## src/core/adcfs_pkg.sv

```systemverilog
// package: register map, field layout and types of the converter result/status block
package adcfs_pkg;

  localparam int RAW_W  = 10;  // raw converter code width
  localparam int NRES   = 8;   // result registers / analog inputs
  localparam int CNT_W  = 3;   // conversion counter width
  localparam int ADDR_W = 8;   // byte address bits decoded

  // register indices; byte address is four times the index
  localparam logic [5:0] IDX_CTL2   = 6'h02;
  localparam logic [5:0] IDX_CTL3   = 6'h03;
  localparam logic [5:0] IDX_CTL4   = 6'h04;
  localparam logic [5:0] IDX_CTL5   = 6'h05;
  localparam logic [5:0] IDX_STAT0  = 6'h06;
  localparam logic [5:0] IDX_TEST0  = 6'h08;
  localparam logic [5:0] IDX_CCF    = 6'h0B;
  localparam logic [5:0] IDX_RES0   = 6'h10;

  // control_two fields
  localparam int C2_TRIG_EN  = 2;
  localparam int C2_TRIG_LVL = 3;
  localparam int C2_FAST_CLR = 6;
  // control_three fields
  localparam int C3_LEN_LSB  = 0;
  localparam int C3_FIFO     = 3;
  // control_four fields
  localparam int C4_LOW_RES  = 7;
  // conversion_start_control fields
  localparam int C5_CODE_LSB = 0;
  localparam int C5_MULTI_CHANNEL_SELECT     = 4;
  localparam int C5_SCAN     = 5;
  localparam int C5_SIGNED   = 6;
  localparam int C5_RJUST    = 7;
  // sequence_status fields
  localparam int ST_SCF      = 7;
  localparam int ST_TRIGGER_OVERRUN_FLAG    = 5;
  localparam int ST_RESULT_OVERWRITE_FLAG    = 4;

  localparam logic [7:0]  CTL_RST  = 8'h00;
  localparam logic [7:0]  TEST_RST = 8'h00;
  localparam logic [1:0]  RESP_OK  = 2'h0;
  localparam logic [1:0]  RESP_ERR = 2'h2;

  typedef enum logic [1:0] {
    ADCFS_IDLE = 2'b00,
    ADCFS_RUN  = 2'b01
  } adcfs_state_t;

  // result format selection
  typedef struct packed {
    logic low_res;
    logic rjust;
    logic signd;
  } adcfs_fmt_t;

  // one conversion delivered by the analog front end
  typedef struct packed {
    logic             done;
    logic [RAW_W-1:0] data;
  } adcfs_conv_t;

endpackage : adcfs_pkg

```

## src/core/adcfs_top.sv

```systemverilog
// top: result formatting, channel coding, sequence status flags and counter, AXI4-Lite slave
module adcfs_top (
  input  wire logic                        clk_in,          // 20 MHz clock
  input  wire logic                        rst_b_in,        // async reset, active low
  input  wire logic                        ce_in,           // clock enable, freezes state
  input  wire logic                        special_mode_in, // special mode, unlocks test reg
  input  wire logic                        ext_trig_in,     // external trigger
  input  wire adcfs_pkg::adcfs_conv_t      conv_in,         // conversion result from front end
  output logic [adcfs_pkg::CNT_W-1:0]      channel_out,     // analog input being sampled
  output logic                             busy_out,        // sequence in progress
  input  wire logic [adcfs_pkg::ADDR_W-1:0] s_axi_awaddr_in,  // write address
  input  wire logic                        s_axi_awvalid_in, // write address valid
  output logic                             s_axi_awready_out,// write address ready
  input  wire logic [31:0]                 s_axi_wdata_in,   // write data
  input  wire logic [3:0]                  s_axi_wstrb_in,   // write strobes
  input  wire logic                        s_axi_wvalid_in,  // write data valid
  output logic                             s_axi_wready_out, // write data ready
  output logic [1:0]                       s_axi_bresp_out,  // write response
  output logic                             s_axi_bvalid_out, // write response valid
  input  wire logic                        s_axi_bready_in,  // write response ready
  input  wire logic [adcfs_pkg::ADDR_W-1:0] s_axi_araddr_in,  // read address
  input  wire logic                        s_axi_arvalid_in, // read address valid
  output logic                             s_axi_arready_out,// read address ready
  output logic [31:0]                      s_axi_rdata_out,  // read data
  output logic [1:0]                       s_axi_rresp_out,  // read response
  output logic                             s_axi_rvalid_out, // read data valid
  input  wire logic                        s_axi_rready_in   // read data ready
);
  import adcfs_pkg::*;

  logic                 rst_s1;
  logic                 rst_n;
  logic [ADDR_W-1:0]    aw_addr;
  logic                 aw_full;
  logic [7:0]           w_byte;
  logic                 w_lane;
  logic                 w_full;
  logic [7:0]           ctl2;
  logic [7:0]           ctl3;
  logic [7:0]           ctl4;
  logic [7:0]           ctl5;
  logic [7:0]           test_reg;
  adcfs_state_t         state;
  logic [CNT_W-1:0]     conv_cnt;
  logic [CNT_W-1:0]     seq_pos;
  logic [NRES-1:0]      ccf;
  logic [RAW_W-1:0]     res [NRES];
  logic                 sequence_complete_flag;
  logic                 trigger_overrun_flag;
  logic                 result_overwrite_flag;
  logic                 trig_q;
  logic                 ccf_armed;
  adcfs_fmt_t           fmt;
  logic                 wr_go;
  logic [5:0]           wr_idx;
  logic                 rd_go;
  logic [5:0]           rd_idx;
  logic                 wr_ctl;
  logic                 abort;
  logic                 start_sw;
  logic                 trig_rise;
  logic                 trig_start;
  logic                 conv_take;
  logic                 seq_last;
  logic                 seq_end;
  logic                 res_rd;
  logic [CNT_W-1:0]     rd_sel;
  logic [NRES-1:0]      ccf_set;
  logic [NRES-1:0]      ccf_clr;

  // reset release through two flops
  always_ff @(posedge clk_in or negedge rst_b_in) begin
    if (!rst_b_in) begin
      rst_s1 <= 1'b0;
      rst_n  <= 1'b0;
    end else begin
      rst_s1 <= 1'b1;
      rst_n  <= rst_s1;
    end
  end

  // result word layout for the selected format
  function automatic logic [15:0] fmt_word(input logic [RAW_W-1:0] raw, input adcfs_fmt_t f);
    logic [15:0] w;
    w = 16'h0000;
    if (f.low_res && f.rjust) begin
      w = {8'h00, raw[RAW_W-1:2]};
    end else if (f.low_res) begin
      w = {raw[RAW_W-1] ^ f.signd, raw[RAW_W-2:2], 8'h00};
    end else if (f.rjust) begin
      w = {6'h00, raw};
    end else begin
      w = {raw[RAW_W-1] ^ f.signd, raw[RAW_W-2:0], 6'h00};
    end
    return w;
  endfunction

  assign fmt.low_res = ctl4[C4_LOW_RES];
  assign fmt.rjust   = ctl5[C5_RJUST];
  assign fmt.signd   = ctl5[C5_SIGNED];

  // bus side effects
  assign wr_go   = ce_in && aw_full && w_full && !s_axi_bvalid_out;
  assign wr_idx  = aw_addr[7:2];
  assign wr_ctl  = wr_go && w_lane;
  assign rd_go   = ce_in && s_axi_arvalid_in && s_axi_arready_out;
  assign rd_idx  = s_axi_araddr_in[7:2];
  assign res_rd  = rd_go && (rd_idx >= IDX_RES0) && (rd_idx < IDX_RES0 + 6'(NRES));
  assign rd_sel  = rd_idx[CNT_W-1:0];

  // sequence events
  assign abort      = wr_ctl && (wr_idx == IDX_CTL2 || wr_idx == IDX_CTL3 || wr_idx == IDX_CTL4);
  assign start_sw   = wr_ctl && (wr_idx == IDX_CTL5) && !abort;
  assign trig_rise  = ext_trig_in && !trig_q;
  assign trig_start = ce_in && ctl2[C2_TRIG_EN] && state == ADCFS_IDLE && !abort && !start_sw &&
                      (ctl2[C2_TRIG_LVL] ? ext_trig_in : trig_rise);
  assign conv_take  = ce_in && state == ADCFS_RUN && conv_in.done && !abort && !start_sw;
  assign seq_last   = seq_pos == ctl3[C3_LEN_LSB +: CNT_W] - 3'h1;
  assign seq_end    = conv_take && seq_last;

  // write channel: address and data taken in either order, response after both
  always_ff @(posedge clk_in or negedge rst_n) begin
    if (!rst_n) begin
      aw_full           <= 1'b0;
      aw_addr           <= '0;
      s_axi_awready_out <= 1'b1;
      w_full            <= 1'b0;
      w_byte            <= 8'h00;
      w_lane            <= 1'b0;
      s_axi_wready_out  <= 1'b1;
      s_axi_bvalid_out  <= 1'b0;
      s_axi_bresp_out   <= RESP_OK;
    end else if (ce_in) begin
      if (s_axi_awvalid_in && s_axi_awready_out) begin
        aw_addr           <= s_axi_awaddr_in;
        aw_full           <= 1'b1;
        s_axi_awready_out <= 1'b0;
      end
      if (s_axi_wvalid_in && s_axi_wready_out) begin
        w_byte           <= s_axi_wdata_in[7:0];
        w_lane           <= s_axi_wstrb_in[0];
        w_full           <= 1'b1;
        s_axi_wready_out <= 1'b0;
      end
      if (wr_go) begin
        s_axi_bvalid_out <= 1'b1;
        s_axi_bresp_out  <= (wr_idx inside {IDX_CTL2, IDX_CTL3, IDX_CTL4, IDX_CTL5, IDX_STAT0,
                             IDX_TEST0, IDX_CCF} || (wr_idx >= IDX_RES0 &&
                             wr_idx < IDX_RES0 + 6'(NRES))) ? RESP_OK : RESP_ERR;
      end
      if (s_axi_bvalid_out && s_axi_bready_in) begin
        s_axi_bvalid_out  <= 1'b0;
        aw_full           <= 1'b0;
        w_full            <= 1'b0;
        s_axi_awready_out <= 1'b1;
        s_axi_wready_out  <= 1'b1;
      end
    end
  end

  // read channel: data one cycle after the address is taken
  always_ff @(posedge clk_in or negedge rst_n) begin
    if (!rst_n) begin
      s_axi_arready_out <= 1'b1;
      s_axi_rvalid_out  <= 1'b0;
      s_axi_rdata_out   <= 32'h0000_0000;
      s_axi_rresp_out   <= RESP_OK;
    end else if (ce_in) begin
      if (rd_go) begin
        s_axi_arready_out <= 1'b0;
        s_axi_rvalid_out  <= 1'b1;
        s_axi_rresp_out   <= RESP_OK;
        s_axi_rdata_out   <= 32'h0000_0000;
        if (res_rd) begin
          s_axi_rdata_out <= {16'h0000, fmt_word(res[rd_sel], fmt)};
        end else begin
          case (rd_idx)
            IDX_CTL2:  s_axi_rdata_out <= {24'h000000, ctl2};
            IDX_CTL3:  s_axi_rdata_out <= {24'h000000, ctl3};
            IDX_CTL4:  s_axi_rdata_out <= {24'h000000, ctl4};
            IDX_CTL5:  s_axi_rdata_out <= {24'h000000, ctl5};
            IDX_STAT0: s_axi_rdata_out <= {24'h000000, sequence_complete_flag, 1'b0, trigger_overrun_flag, result_overwrite_flag, 1'b0,
                                           conv_cnt};
            IDX_TEST0: s_axi_rdata_out <= {24'h000000, test_reg};
            IDX_CCF:   s_axi_rdata_out <= {24'h000000, ccf};
            default:   s_axi_rresp_out <= RESP_ERR;
          endcase
        end
      end else if (s_axi_rvalid_out && s_axi_rready_in) begin
        s_axi_rvalid_out  <= 1'b0;
        s_axi_arready_out <= 1'b1;
      end
    end
  end

  // control registers
  always_ff @(posedge clk_in or negedge rst_n) begin
    if (!rst_n) begin
      ctl2     <= CTL_RST;
      ctl3     <= CTL_RST;
      ctl4     <= CTL_RST;
      ctl5     <= CTL_RST;
      test_reg <= TEST_RST;
    end else if (wr_ctl) begin
      case (wr_idx)
        IDX_CTL2:  ctl2 <= w_byte;
        IDX_CTL3:  ctl3 <= w_byte;
        IDX_CTL4:  ctl4 <= w_byte;
        IDX_CTL5:  ctl5 <= w_byte;
        IDX_TEST0: if (special_mode_in) test_reg <= w_byte;
        default:   ;
      endcase
    end
  end

  // sequence controller and channel selection
  always_ff @(posedge clk_in or negedge rst_n) begin
    if (!rst_n) begin
      state       <= ADCFS_IDLE;
      seq_pos     <= '0;
      channel_out <= '0;
      busy_out    <= 1'b0;
      trig_q      <= 1'b0;
    end else if (ce_in) begin
      trig_q <= ext_trig_in;
      if (abort) begin
        state    <= ADCFS_IDLE;
        busy_out <= 1'b0;
      end else if (start_sw || trig_start) begin
        state       <= ADCFS_RUN;
        busy_out    <= 1'b1;
        seq_pos     <= '0;
        channel_out <= start_sw ? w_byte[C5_CODE_LSB +: CNT_W]
                                : ctl5[C5_CODE_LSB +: CNT_W];
      end else if (conv_take) begin
        seq_pos     <= seq_last ? '0 : seq_pos + 3'h1;
        channel_out <= (ctl5[C5_MULTI_CHANNEL_SELECT] && !seq_last) ? channel_out + 3'h1
                                                    : ctl5[C5_CODE_LSB +: CNT_W];
        if (seq_last && !ctl5[C5_SCAN]) begin
          state    <= ADCFS_IDLE;
          busy_out <= 1'b0;
        end
      end
    end
  end

  // conversion counter
  always_ff @(posedge clk_in or negedge rst_n) begin
    if (!rst_n) begin
      conv_cnt <= '0;
    end else if (ce_in) begin
      if (abort || start_sw) begin
        conv_cnt <= '0;
      end else if (trig_start && !ctl3[C3_FIFO]) begin
        conv_cnt <= '0;
      end else if (conv_take) begin
        conv_cnt <= (seq_last && !ctl3[C3_FIFO]) ? '0 : conv_cnt + 3'h1;
      end
    end
  end

  // result storage
  always_ff @(posedge clk_in) begin
    if (conv_take) begin
      res[conv_cnt] <= conv_in.data;
    end
  end

  // complete flags; a read of the complete flag register arms the clear-by-result-read path
  always_ff @(posedge clk_in or negedge rst_n) begin
    if (!rst_n) begin
      ccf_armed <= 1'b0;
    end else if (rd_go) begin
      ccf_armed <= (rd_idx == IDX_CCF) || (ccf_armed && !res_rd);
    end
  end

  for (genvar i = 0; i < NRES; i++) begin : g_ccf
    assign ccf_set[i] = conv_take && conv_cnt == 3'(i);
    assign ccf_clr[i] = start_sw || (res_rd && rd_sel == 3'(i) &&
                        (ctl2[C2_FAST_CLR] || ccf_armed));
    always_ff @(posedge clk_in or negedge rst_n) begin
      if (!rst_n) begin
        ccf[i] <= 1'b0;
      end else if (ce_in) begin
        ccf[i] <= ccf_set[i] | (ccf[i] & ~ccf_clr[i]);
      end
    end
  end

  // sequence status flags; a set in the same cycle as a clear wins
  always_ff @(posedge clk_in or negedge rst_n) begin
    if (!rst_n) begin
      sequence_complete_flag   <= 1'b0;
      trigger_overrun_flag <= 1'b0;
      result_overwrite_flag <= 1'b0;
    end else if (ce_in) begin
      sequence_complete_flag   <= seq_end |
               (sequence_complete_flag & ~((wr_ctl && wr_idx == IDX_STAT0 && w_byte[ST_SCF]) || start_sw ||
                        (res_rd && ctl2[C2_FAST_CLR])));
      trigger_overrun_flag <= (ctl2[C2_TRIG_EN] && !ctl2[C2_TRIG_LVL] && trig_rise &&
                state == ADCFS_RUN && !abort && !start_sw) |
               (trigger_overrun_flag & ~((wr_ctl && wr_idx == IDX_STAT0 && w_byte[ST_TRIGGER_OVERRUN_FLAG]) || abort ||
                          start_sw));
      result_overwrite_flag <= (conv_take && ccf[conv_cnt]) |
               (result_overwrite_flag & ~((wr_ctl && wr_idx == IDX_STAT0 && w_byte[ST_RESULT_OVERWRITE_FLAG]) || start_sw ||
                          trig_start));
    end
  end
endmodule : adcfs_top

```

## config.mk

```make
export PLATFORM = sky130hd
export DESIGN_NAME = adcfs_top
export DESIGN_NICKNAME = d
export VERILOG_FILES = /design/src/core/adcfs_pkg.sv /design/src/core/adcfs_top.sv
export SDC_FILE = /design/constraint.sdc
export NUM_CORES = 1
export LEC_CHECK = 0
export CAP_MARGIN = 20
export CORE_UTILIZATION = 35
export CTS_BUF_LIST = sky130_fd_sc_hd__clkbuf_16
export CTS_CLUSTER_SIZE = 20
export DETAILED_ROUTE_END_ITERATION = 12
export DONT_BUFFER_PORTS = 1
export PLACE_DENSITY = 0.5
export SETUP_SLACK_MARGIN = 0.15
export SYNTH_ARGS = -nofsm -noshare
export SYNTH_HDL_FRONTEND = slang
export SYNTH_SLANG_ARGS = --single-unit
```

## constraint.sdc

```tcl
create_clock -name clk_in -period 6.8 [get_ports clk_in]
set_input_delay 0.34 -clock clk_in [delete_from_list [all_inputs] [get_ports clk_in]]
set_output_delay 0.34 -clock clk_in [all_outputs]
set_load 0.01 [all_outputs]
```

==> results of run 1 <==
worst paths after layout:
kind                                    end  depth (start not counted)  startpoint
hold / removal             s_axi_wready_out                          3       ce_in
min in group asynchronous             rst_n                          1    rst_b_in
setup / recovery                  res[0][1]                          5  aw_addr[3]
setup reg to reg                  res[0][1]                          5  aw_addr[3]
max in group asynchronous        seq_pos[1]                          1       rst_n
hold reg to reg                     aw_full                          0       rst_n
routing by layer:
layer  part of all wire [%]  up-vias
li1                       -     2429
met5                      0        -
met1                     47     2795
met3                    5.0       17
met4                    1.3        0
met2                     47      164
worst register-to-register path, cell delays in order (launching register included):
cell	delay, ps
dfrtp_1	470
xnor2_1	350
nor3_4	100
nor2_1	470
nand2_1	310
nor3_2	920
synth_stat cells (3+ instances only):
library cell / instances / area, µm²
nand3b_1: 3 / 22.5
and3_1: 4 / 25.0
ha_1: 9 / 113
xnor2_1: 5 / 43.8
nor3b_1: 6 / 45.0
mux4_2: 16 / 360
dfrtp_1: 102 / 2550
a21oi_1: 9 / 45.0
buf_2: 9 / 45.0
dfstp_2: 3 / 78.8
nand2b_1: 3 / 18.8
mux2i_1: 27 / 270
o31ai_1: 5 / 37.5
nor3_1: 12 / 60.1
a32o_1: 6 / 60.1
a22oi_1: 19 / 143
nor2b_1: 7 / 43.8
mux2_2: 46 / 518
nor4b_1: 4 / 35.0
buf_6: 6 / 67.6
nand3_1: 12 / 60.1
mux2_4: 8 / 120
clkbuf_1: 19 / 71.3
nor2_1: 29 / 109
a211oi_1: 6 / 45.0
edfxtp_1: 80 / 2400
nand2_1: 82 / 308
a22o_1: 8 / 70.1
o22ai_1: 9 / 56.3
a31oi_1: 3 / 18.8
inv_1: 11 / 41.3
buf_4: 19 / 143
o21ai_0: 13 / 65.1
nor4_1: 3 / 18.8
o211ai_1: 5 / 37.5
area by class of cell:
class | count | area (µm²) | share of cell area [%]
Clock buffer | 17 | 425 | 4.46
Clock inverter | 15 | 158 | 1.65
Inverter | 11 | 41.3 | 0.433
Multi-Input combinational cell | 422 | 3280 | 34.4
Sequential cell | 185 | 5040 | 52.8
Tap cell | 324 | 405 | 4.25
Timing Repair Buffer | 20 | 184 | 1.93
where the power goes:
part,internal (mW),switching (mW)
registers,1.30,0.199
logic,0.213,0.191
clock network,0.491,0.476
total,2.00,0.865
per-stage QoR:
stage | hold WS, ps | total power [mW] | cells
detailed placement | 44.5 | 1.92 | 949
global placement | 44.5 | 1.90 | 948
global route | 26.4 | 3.01 | 994
floorplan | 44.4 | 1.82 | 672
CTS | 22.1 | 2.90 | 992
finish | 40.6 | 2.87 | 994
cells by family (layout without fill, tap and decap cells):
group,count (synthesis),count (layout)
compound gates,106,106
mux,97,97
other cells,2,19
buf+inv,65,63
simple gates,185,185
fa+ha+maj,9,9
xor+xnor,6,6
flops,185,185
==> run metrics, run 1 <==
Slew @ Worst Pin=1140 ps; initial antenna violation count=0; GR Overflow Total=0; Initial Utilization=35.6%; TritonRoute pass-1 iters=5; final core utilization=39.4%; vias in the first global route=5498; Async SR Flop Fraction=56.8%; crit path max fanout=10; status=completed; largest family of logic cells by synthesized area=multiplexers; final hold vios=0; Synth Area in Compound Gates=9.06%; I/O pins=118; Final Max Slew Viols=0; biggest regs=res: 80 flops, s_axi_rdata_out: 16 flops; top_reg_cell synth=dfrtp_1; Place WS=3770 ps; total negative setup slack=0 ps; Max VDD drop=0.136 mV; hold buffers post-CTS=11; busiest grt layer=met2; Core ar.=0.0242 mm²; Seq/Total Area, Yosys=58.5%; gr usage total=17.2%; met3 Usage GRT=3.37%; max FFs per register=80; pwr dens=301 mW/mm²; critical path class=flop to flop; Synth Area in Simple Gates=11.1%; Post-Synth Adder-Cell Area=1.31%; YS warnings=0; mux cell area share after synthesis=14.8%; routed wire length=20900 µm; clock-pin slew on the worst setup and hold paths=80 ps; Worst Setup End Kind=flop; met1 global-route usage=24.1%; row cnt=57; xor/xnor share of the synthesized area=0.786%; post-CTS setup buffer count=0; chip width=159 µm; vias=5405; nets@finish=739; met2 global-route usage=26.8%; critical path arrival=3060 ps; Max-Cap Viols=0; number of remaining DRC errors=0; worst reg-to-reg setup slack=3790 ps; CTS sink cnt=185; Antenna diodes=0; worst skew pair latency=440 ps; CP max stage delay=920 ps; Layout area overhead=10.8%; CTS max path bufs=2; die area=0.0252 mm²; Worst path top cell family by delay=simple AND/OR/NAND/NOR gates; total CTS buffers=17; commonest non-fill, non-tap cells in the layout=dfrtp_1, nand2_1, edfxtp_1; leakage power=3.78 nW; Mapped Area=0.00860 mm²; Period minus WS final=3010 ps; EDFF count, synth=80; average size of a mapped cell=13.1 µm²; Clock Skew=13.0 ps; routed length per instance=21.0 µm; clk root buf=clkbuf_16; Largest Register=res; Min-Delay Path Class=input port to flop; critical path cell sequence=xnor2_1 > nor3_4 > nor2_1 > nand2_1 > nor3_2; post-CTS sizing=0; final non-filler cell area=0.00953 mm²; synth unique cells=72; die span in y=159 µm; 1st-iter DRT viols=400; final period utilization=44.3%; CP max-delay cell=nor3_2; share of cells above drive strength 1=19.7%; CP Launch Type=flop; Max Fclk=332 MHz; DP HPWL=14300 µm; Setup WS post-layout=3790 ps; leading cell type in the layout, fill and taps excluded=dfrtp_1; placed instance area=0.00882 mm²; CTS HTree Levels=4; CP required=6850 ps; synthesis-stage register bit count=185; RSZ-0062 raised after global routing=no; vias per cell=5.44; Synth Instances=655; TritonCTS clock tree=yes; largest net degree at the start of global routing=68; Final setup viols=0; placer congestion estimate=0.828; Final ANT Viol Nets=0; crit path buf inv count=0; filler cell count=2267; Slew Limit Headroom=23.6%; Port Buf Inserts=0; first-pass GRT wire length=32900 µm
Power figures use the tool's default switching activity.
==> run 2, diff against run 1 <==
--- a/config.mk
+++ b/config.mk
@@ -5,6 +5,7 @@
 export SDC_FILE = /design/constraint.sdc
 export NUM_CORES = 1
 export LEC_CHECK = 0
+export ABC_AREA = 1
 export CAP_MARGIN = 20
 export CORE_UTILIZATION = 35
 export CTS_BUF_LIST = sky130_fd_sc_hd__clkbuf_16
==> constraint.sdc (replaced) <==
create_clock -name clk_in -period 2.8 [get_ports clk_in]
set_input_delay 0.14 -clock clk_in [delete_from_list [all_inputs] [get_ports clk_in]]
set_output_delay 0.14 -clock clk_in [all_outputs]
set_load 0.01 [all_outputs]
==> run metrics, run 2 <==
status=completed; commonest non-fill, non-tap cells in the layout=nand2_1, dfrtp_1, inv_1; Clock Skew=12.2 ps (-0.821 ps); top_reg_cell synth=dfrtp_1; Place WS=604 ps (-3170 ps); Min-Delay Path Class=input port to flop; CP required=2920 ps (-3930 ps); Max-Cap Viols=0 (unchanged); number of remaining DRC errors=0 (unchanged); CP max stage delay=430 ps (-490 ps); xor/xnor share of the synthesized area=0.305% (-0.48 points); die span in y=159 µm (about the same); Yosys top cell area share=29.7% (about the same); Period minus WS final=2210 ps (-799 ps); Max Fclk=452 MHz (+36%); vias=6546 (+21%); Mapped Area=0.00860 mm² (about the same); routed wire length=23200 µm (+11%); EDFF count, synth=80 (unchanged); post-CTS setup buffer count=0 (unchanged); max FFs per register=80 (unchanged); critical path cell sequence=inv_1 > nor2_1 > nand3_1 > nand2_1 > nand2_1 > nand2_1 > nor2_1 > nand2_1 > nor2_1 > buf_4; pwr dens=787 mW/mm² (+160%); final hold vios=0 (unchanged); critical path arrival=2330 ps (-730 ps); CP max-delay cell=dfrtp_1; final period utilization=79.0% (+35 points); Slew Limit Headroom=52.3% (+29 points); initial antenna violation count=0 (unchanged); top-count cell post-synth=nand2_1; worst skew pair latency=440 ps (about the same); total negative setup slack=0 ps (unchanged); Seq/Total Area, Yosys=58.5% (about the same); multi-input logic area=0.00306 mm² (-6.8%); RSZ-0062 raised after global routing=no; Worst path top cell family by delay=simple AND/OR/NAND/NOR gates; nets@finish=1092 (+48%); Slew @ Worst Pin=713 ps (-426 ps); die area=0.0252 mm² (about the same); CTS HTree Levels=4 (unchanged); Async SR Flop Fraction=56.8% (unchanged); average size of a mapped cell=8.97 µm² (-32%); biggest regs=res: 80 flops, s_axi_rdata_out: 16 flops; leading cell type in the layout, fill and taps excluded=nand2_1; Antenna diodes=0 (unchanged); largest cells by area after synthesis=dfrtp_1, edfxtp_1, nand2_1, nand3_1, o21ai_0; register area=0.00504 mm² (unchanged); routed length per instance=17.3 µm (-18%); vias per cell=4.86 (-11%); total CTS buffers=17 (unchanged); TritonCTS clock tree=yes; Hold Path Cell Cnt=3 (unchanged); hold buffers post-CTS=39 (+28); Worst Setup End Kind=flop; Layout area overhead=15.7%; Initial Utilization=35.6% (about the same); first-pass GRT wire length=37000 µm (+13%); filler cell count=2400 (+5.9%); DP HPWL=16100 µm (+13%); synth unique cells=40 (-44%); Synth Area in Simple Gates=25.5% (+14 points); gr usage total=19.2% (+2.0 points); Setup WS post-layout=587 ps (-3200 ps); Reg2Reg Depth=10 (+5); largest area contributor in the netlist=dfrtp_1; Largest Register=res; Max VDD drop=0.372 mV (+170%); Final ANT Viol Nets=0 (unchanged); Final Max Slew Viols=0 (unchanged); share of cells above drive strength 1=7.62% (-12 points); vias in the first global route=6422 (+17%); placed instance area=0.00898 mm² (+1.8%); Core ar.=0.0242 mm² (unchanged); I/O pins=118 (unchanged); row cnt=57 (unchanged); clock-pin slew on the worst setup and hold paths=80 ps (about the same); Post-synth top cells=nand2_1, dfrtp_1, inv_1, edfxtp_1, nor2_1; YS warnings=0 (unchanged); TritonRoute pass-1 iters=4 (-1); crit path max fanout=10 (unchanged); Synth Instances=959 (+46%); WP depth=10 (+5); placer congestion estimate=0.838 (+1.2%); Port Buf Inserts=0 (unchanged); clk root buf=clkbuf_16; Final setup viols=0 (unchanged); critical path class=flop to flop; final non-filler cell area=0.00996 mm² (+4.5%); Synth Area in Compound Gates=7.26% (-1.8 points); leakage power=4.38 nW (+16%); 1st-iter DRT viols=511 (+28%); GR Overflow Total=0 (unchanged); largest family of logic cells by synthesized area=simple AND/OR/NAND/NOR gates; mux cell area share after synthesis=0.378% (-14 points); largest net degree at the start of global routing=55 (-19%); CP Launch Type=flop; CTS max path bufs=2 (unchanged); crit path buf inv count=2 (+2); Post-Synth Adder-Cell Area=1.31% (about the same); synthesis-stage register bit count=185 (unchanged); crit-path most repeated cell=nand2_1; CTS sink cnt=185 (unchanged); post-CTS sizing=0 (unchanged); chip width=159 µm (about the same)
## run 2: worst paths after layout
| path | start | to | slack [ps] |
|---|---|---|---|
| max | aw_addr[4] | res[3][4] | 590 |
| min | s_axi_araddr_in[4] | ccf[5] | 20 |
| max reg2reg | aw_addr[4] | res[3][4] | 590 |
| min reg2reg | rst_n | w_byte[3] | 280 |
| max in group asynchronous | rst_n | s_axi_arready_out | 1830 |
| min in group asynchronous | rst_n | w_byte[3] | 280 |
## run 2: cell families after synthesis
kind of cell	count (synthesis)
AOI/OAI and AO/OA	114
DFF	185
muxes	3
adders and majority gates	9
and+or+nand+nor	513
other	2
buffers and inverters	130
xor gates and xnor gates	3
## run 2: per-layer routing
layer	vias up	global-route usage, %	part of all wire, %
li1	3255	-	-
met1	3125	27.7	49
met2	140	29.1	45
met3	26	3.53	4.0
met4	0	6.22	2.1
met5	-	0	0
## run 2: where the power goes
group	switching, mW	leakage, nW	internal [mW]
sequential	0.542	2.05	3.36
combinational	0.974	2.05	0.561
clock	1.14	0.284	1.27
total	2.65	4.38	5.18
## run 2: worst register-to-register path: cells and delay by family (launching register included)
family / cells / cell delay [ps]
AND/OR/NAND/NOR: 8 / 1090
flip-flops: 1 / 430
buffers and inverters: 2 / 370
## run 2: through the flow
step	power, mW	hold slack [ps]	cells	util, %
6_report	7.83	21.5	1347	41.2
5_1_grt	8.30	70.1	1347	41.2
4_1_cts	7.89	7.81	1347	41.2
3_5_place_dp	5.41	-156	1276	37.1
3_3_place_gp	5.40	-156	1276	37.1
2_1_floorplan	4.90	-156	976	-
## run 2: final cells by class
| type | count | area share [%] |
|---|---|---|
| flip-flops and latches | 185 | 50.6 |
| multi-input cells | 661 | 30.7 |
| repair buffers | 58 | 5.48 |
| clock buffers | 17 | 4.27 |
| well taps | 324 | 4.07 |
| inverters | 87 | 3.28 |
| clock inverters | 15 | 1.60 |
==> run 3, diff against run 2 <==
==> constraint.sdc (replaced) <==
create_clock -name clk_in -period 2.3 [get_ports clk_in]
set_input_delay 0.115 -clock clk_in [delete_from_list [all_inputs] [get_ports clk_in]]
set_output_delay 0.115 -clock clk_in [all_outputs]
set_load 0.01 [all_outputs]
==> run metrics, run 3 (synthesis results as in run 2) <==
status=completed; biggest regs=res: 80 flops, s_axi_rdata_out: 16 flops; Largest Register=res; placed instance area=0.00914 mm² (+1.8%); die span in y=159 µm (unchanged); leakage power=4.47 nW (+1.9%); Layout area overhead=18.4%; Core ar.=0.0242 mm² (unchanged); Antenna diodes=0 (unchanged); pwr dens=949 mW/mm² (+21%); placer congestion estimate=0.842 (+0.43%); Worst Setup End Kind=flop; CTS sink cnt=185 (unchanged); worst hold start=s_axi_araddr_in[4]; Final Max Slew Viols=0 (unchanged); Slew Limit Headroom=56.0% (+3.7 points); Net Sw Power=3.31 mW (+25%); chip width=159 µm (unchanged); CTS HTree Levels=4 (unchanged); total negative setup slack=0 ps (unchanged); first-pass GRT wire length=37100 µm (+0.19%); Min-Delay Path Class=input port to flop; die area=0.0252 mm² (unchanged); final non-filler cell area=0.0102 mm² (+2.3%); Initial Utilization=35.6% (unchanged); number of remaining DRC errors=0 (unchanged); routed length per instance=17.2 µm (-0.61%); Max VDD drop=0.379 mV (+1.8%); final period utilization=85.9% (+6.8 points); crit path max fanout=8 (-2); worst skew pair latency=440 ps (about the same); RSZ-0062 raised after global routing=yes; total CTS buffers=17 (unchanged); critical path arrival=2280 ps (-50 ps); CP Launch Type=flop; Internal=6.36 mW (+23%); R2R Path End=ccf[6]; Clock Skew=11.3 ps (-0.901 ps); clock power share=30.9% (+0.2 points); row cnt=57 (unchanged); final hold vios=0 (unchanged); Slew @ Worst Pin=659 ps (-54.2 ps); vias=6583 (+0.57%); Max-Cap Viols=0 (unchanged); Hold Path Cell Cnt=3 (unchanged); Final setup viols=0 (unchanged); share of cells above drive strength 1=8.88% (+1.3 points); nets@finish=1105 (+1.2%); DP HPWL=16500 µm (+2.1%); 1st-iter DRT viols=444 (-13%); leading cell type in the layout, fill and taps excluded=nand2_1; commonest non-fill, non-tap cells in the layout=nand2_1, dfrtp_1, inv_1; Max Fclk=506 MHz (+12%); vias in the first global route=6208 (-3.3%); TritonCTS clock tree=yes; largest net degree at the start of global routing=46 (-16%); WHS Endpoint=s_axi_rdata_out[10]; worst reg-to-reg setup slack=330 ps (-260 ps); clk root buf=clkbuf_16; max FFs per register=80 (unchanged); TritonRoute pass-1 iters=5 (+1); Reg2Reg Depth=7 (-3); Port Buf Inserts=0 (unchanged); Final ANT Viol Nets=0 (unchanged); clock-pin slew on the worst setup and hold paths=70 ps (about the same); worst reg2reg startpoint=s_axi_arready_out; routed wire length=23300 µm (+0.35%); CTS max path bufs=2 (unchanged); vias per cell=4.84 (-0.40%); critical path class=flop to flop; GR Overflow Total=0 (unchanged); Seq pwr share=49.1% (-0.7 points); initial antenna violation count=0 (unchanged); I/O pins=118 (unchanged); Period minus WS final=1970 ps (-238 ps); combinational share of power=20.0% (+0.4 points); CP required=2600 ps (-320 ps); Net Sw Frac=34.2% (+0.37 points); gr usage total=19.3% (+0.073 points)
run 3: cell types whose count changed in the layout (fill, tap and decap cells not counted), sizes merged:
cell,before,now
clkinv,6,7
inv,93,91
dlygate4sd3,39,40
clkinvlp,2,3
buf,19,31
run 3: worst max path at each step:
| stage | end | start | cells past startpoint |
|---|---|---|---|
| after floorplan | res[3][0] | aw_addr[4] | 10 |
| after global placement | res[3][8] | aw_addr[4] | 10 |
| after detailed placement | res[2][8] | aw_addr[4] | 10 |
| after CTS | res[3][5] | aw_addr[4] | 10 |
| after global routing | seq_pos[2] | s_axi_bvalid_out | 10 |
| final | ccf[6] | s_axi_arready_out | 7 |
run 3: final cells by class:
| type | instances | area (µm²) |
|---|---|---|
| fillers | 2414 | 14000 |
| flip-flops and latches | 185 | 5040 |
| multi-input cells | 661 | 3070 |
| repair buffers | 71 | 737 |
| clock buffers | 17 | 425 |
| well taps | 324 | 405 |
| inverters | 87 | 330 |
| clock inverters | 15 | 180 |
run 3: critical path, cell delays in order, from the launching register on:
cell and delay [ps]:
dfstp_2 570, nand3_1 100, inv_1 150, nand2_1 190, inv_1 320, nand3_1 190
o211ai_1 210, o21ai_0 110
run 3: stage by stage:
step                      setup slack, ps  std cells  hold slack [ps]  power, mW  util [%]
after floorplan                      84.2        976             -181       5.96         -
after global placement                191       1286             -181       6.62      37.8
after detailed placement              178       1286             -181       6.66      37.8
after CTS                             156       1358             3.06       9.76      42.0
after global routing                  158       1360             36.9       10.3      42.1
final                                 325       1360             17.2       9.67      42.1
run 3: what timing repair did:
action	CTS	global route
setup buffers	0	2
setup endpoints to repair	0	87
hold buffers	40	0
hold endpoints to repair	114	0
gates resized for setup	0	5
run 3: power groups by stage:
stage	Combinational (mW)	Clock, mW	Sequential, mW
2_1_floorplan	1.37	0	4.59
3_3_place_gp	1.81	0	4.82
3_5_place_dp	1.84	0	4.82
4_1_cts	1.94	3.06	4.76
5_1_grt	2.24	3.20	4.85
6_report	1.93	2.99	4.75
run 3: routing by layer:
layer	track usage [%]	up-vias	wire [µm]	share of wire (%)
li1	-	3283	-	-
met1	27.7	3144	11400	49
met2	29.8	140	10600	45
met3	3.71	16	1000	4.3
met4	5.03	0	320	1.4
met5	0	-	0	0
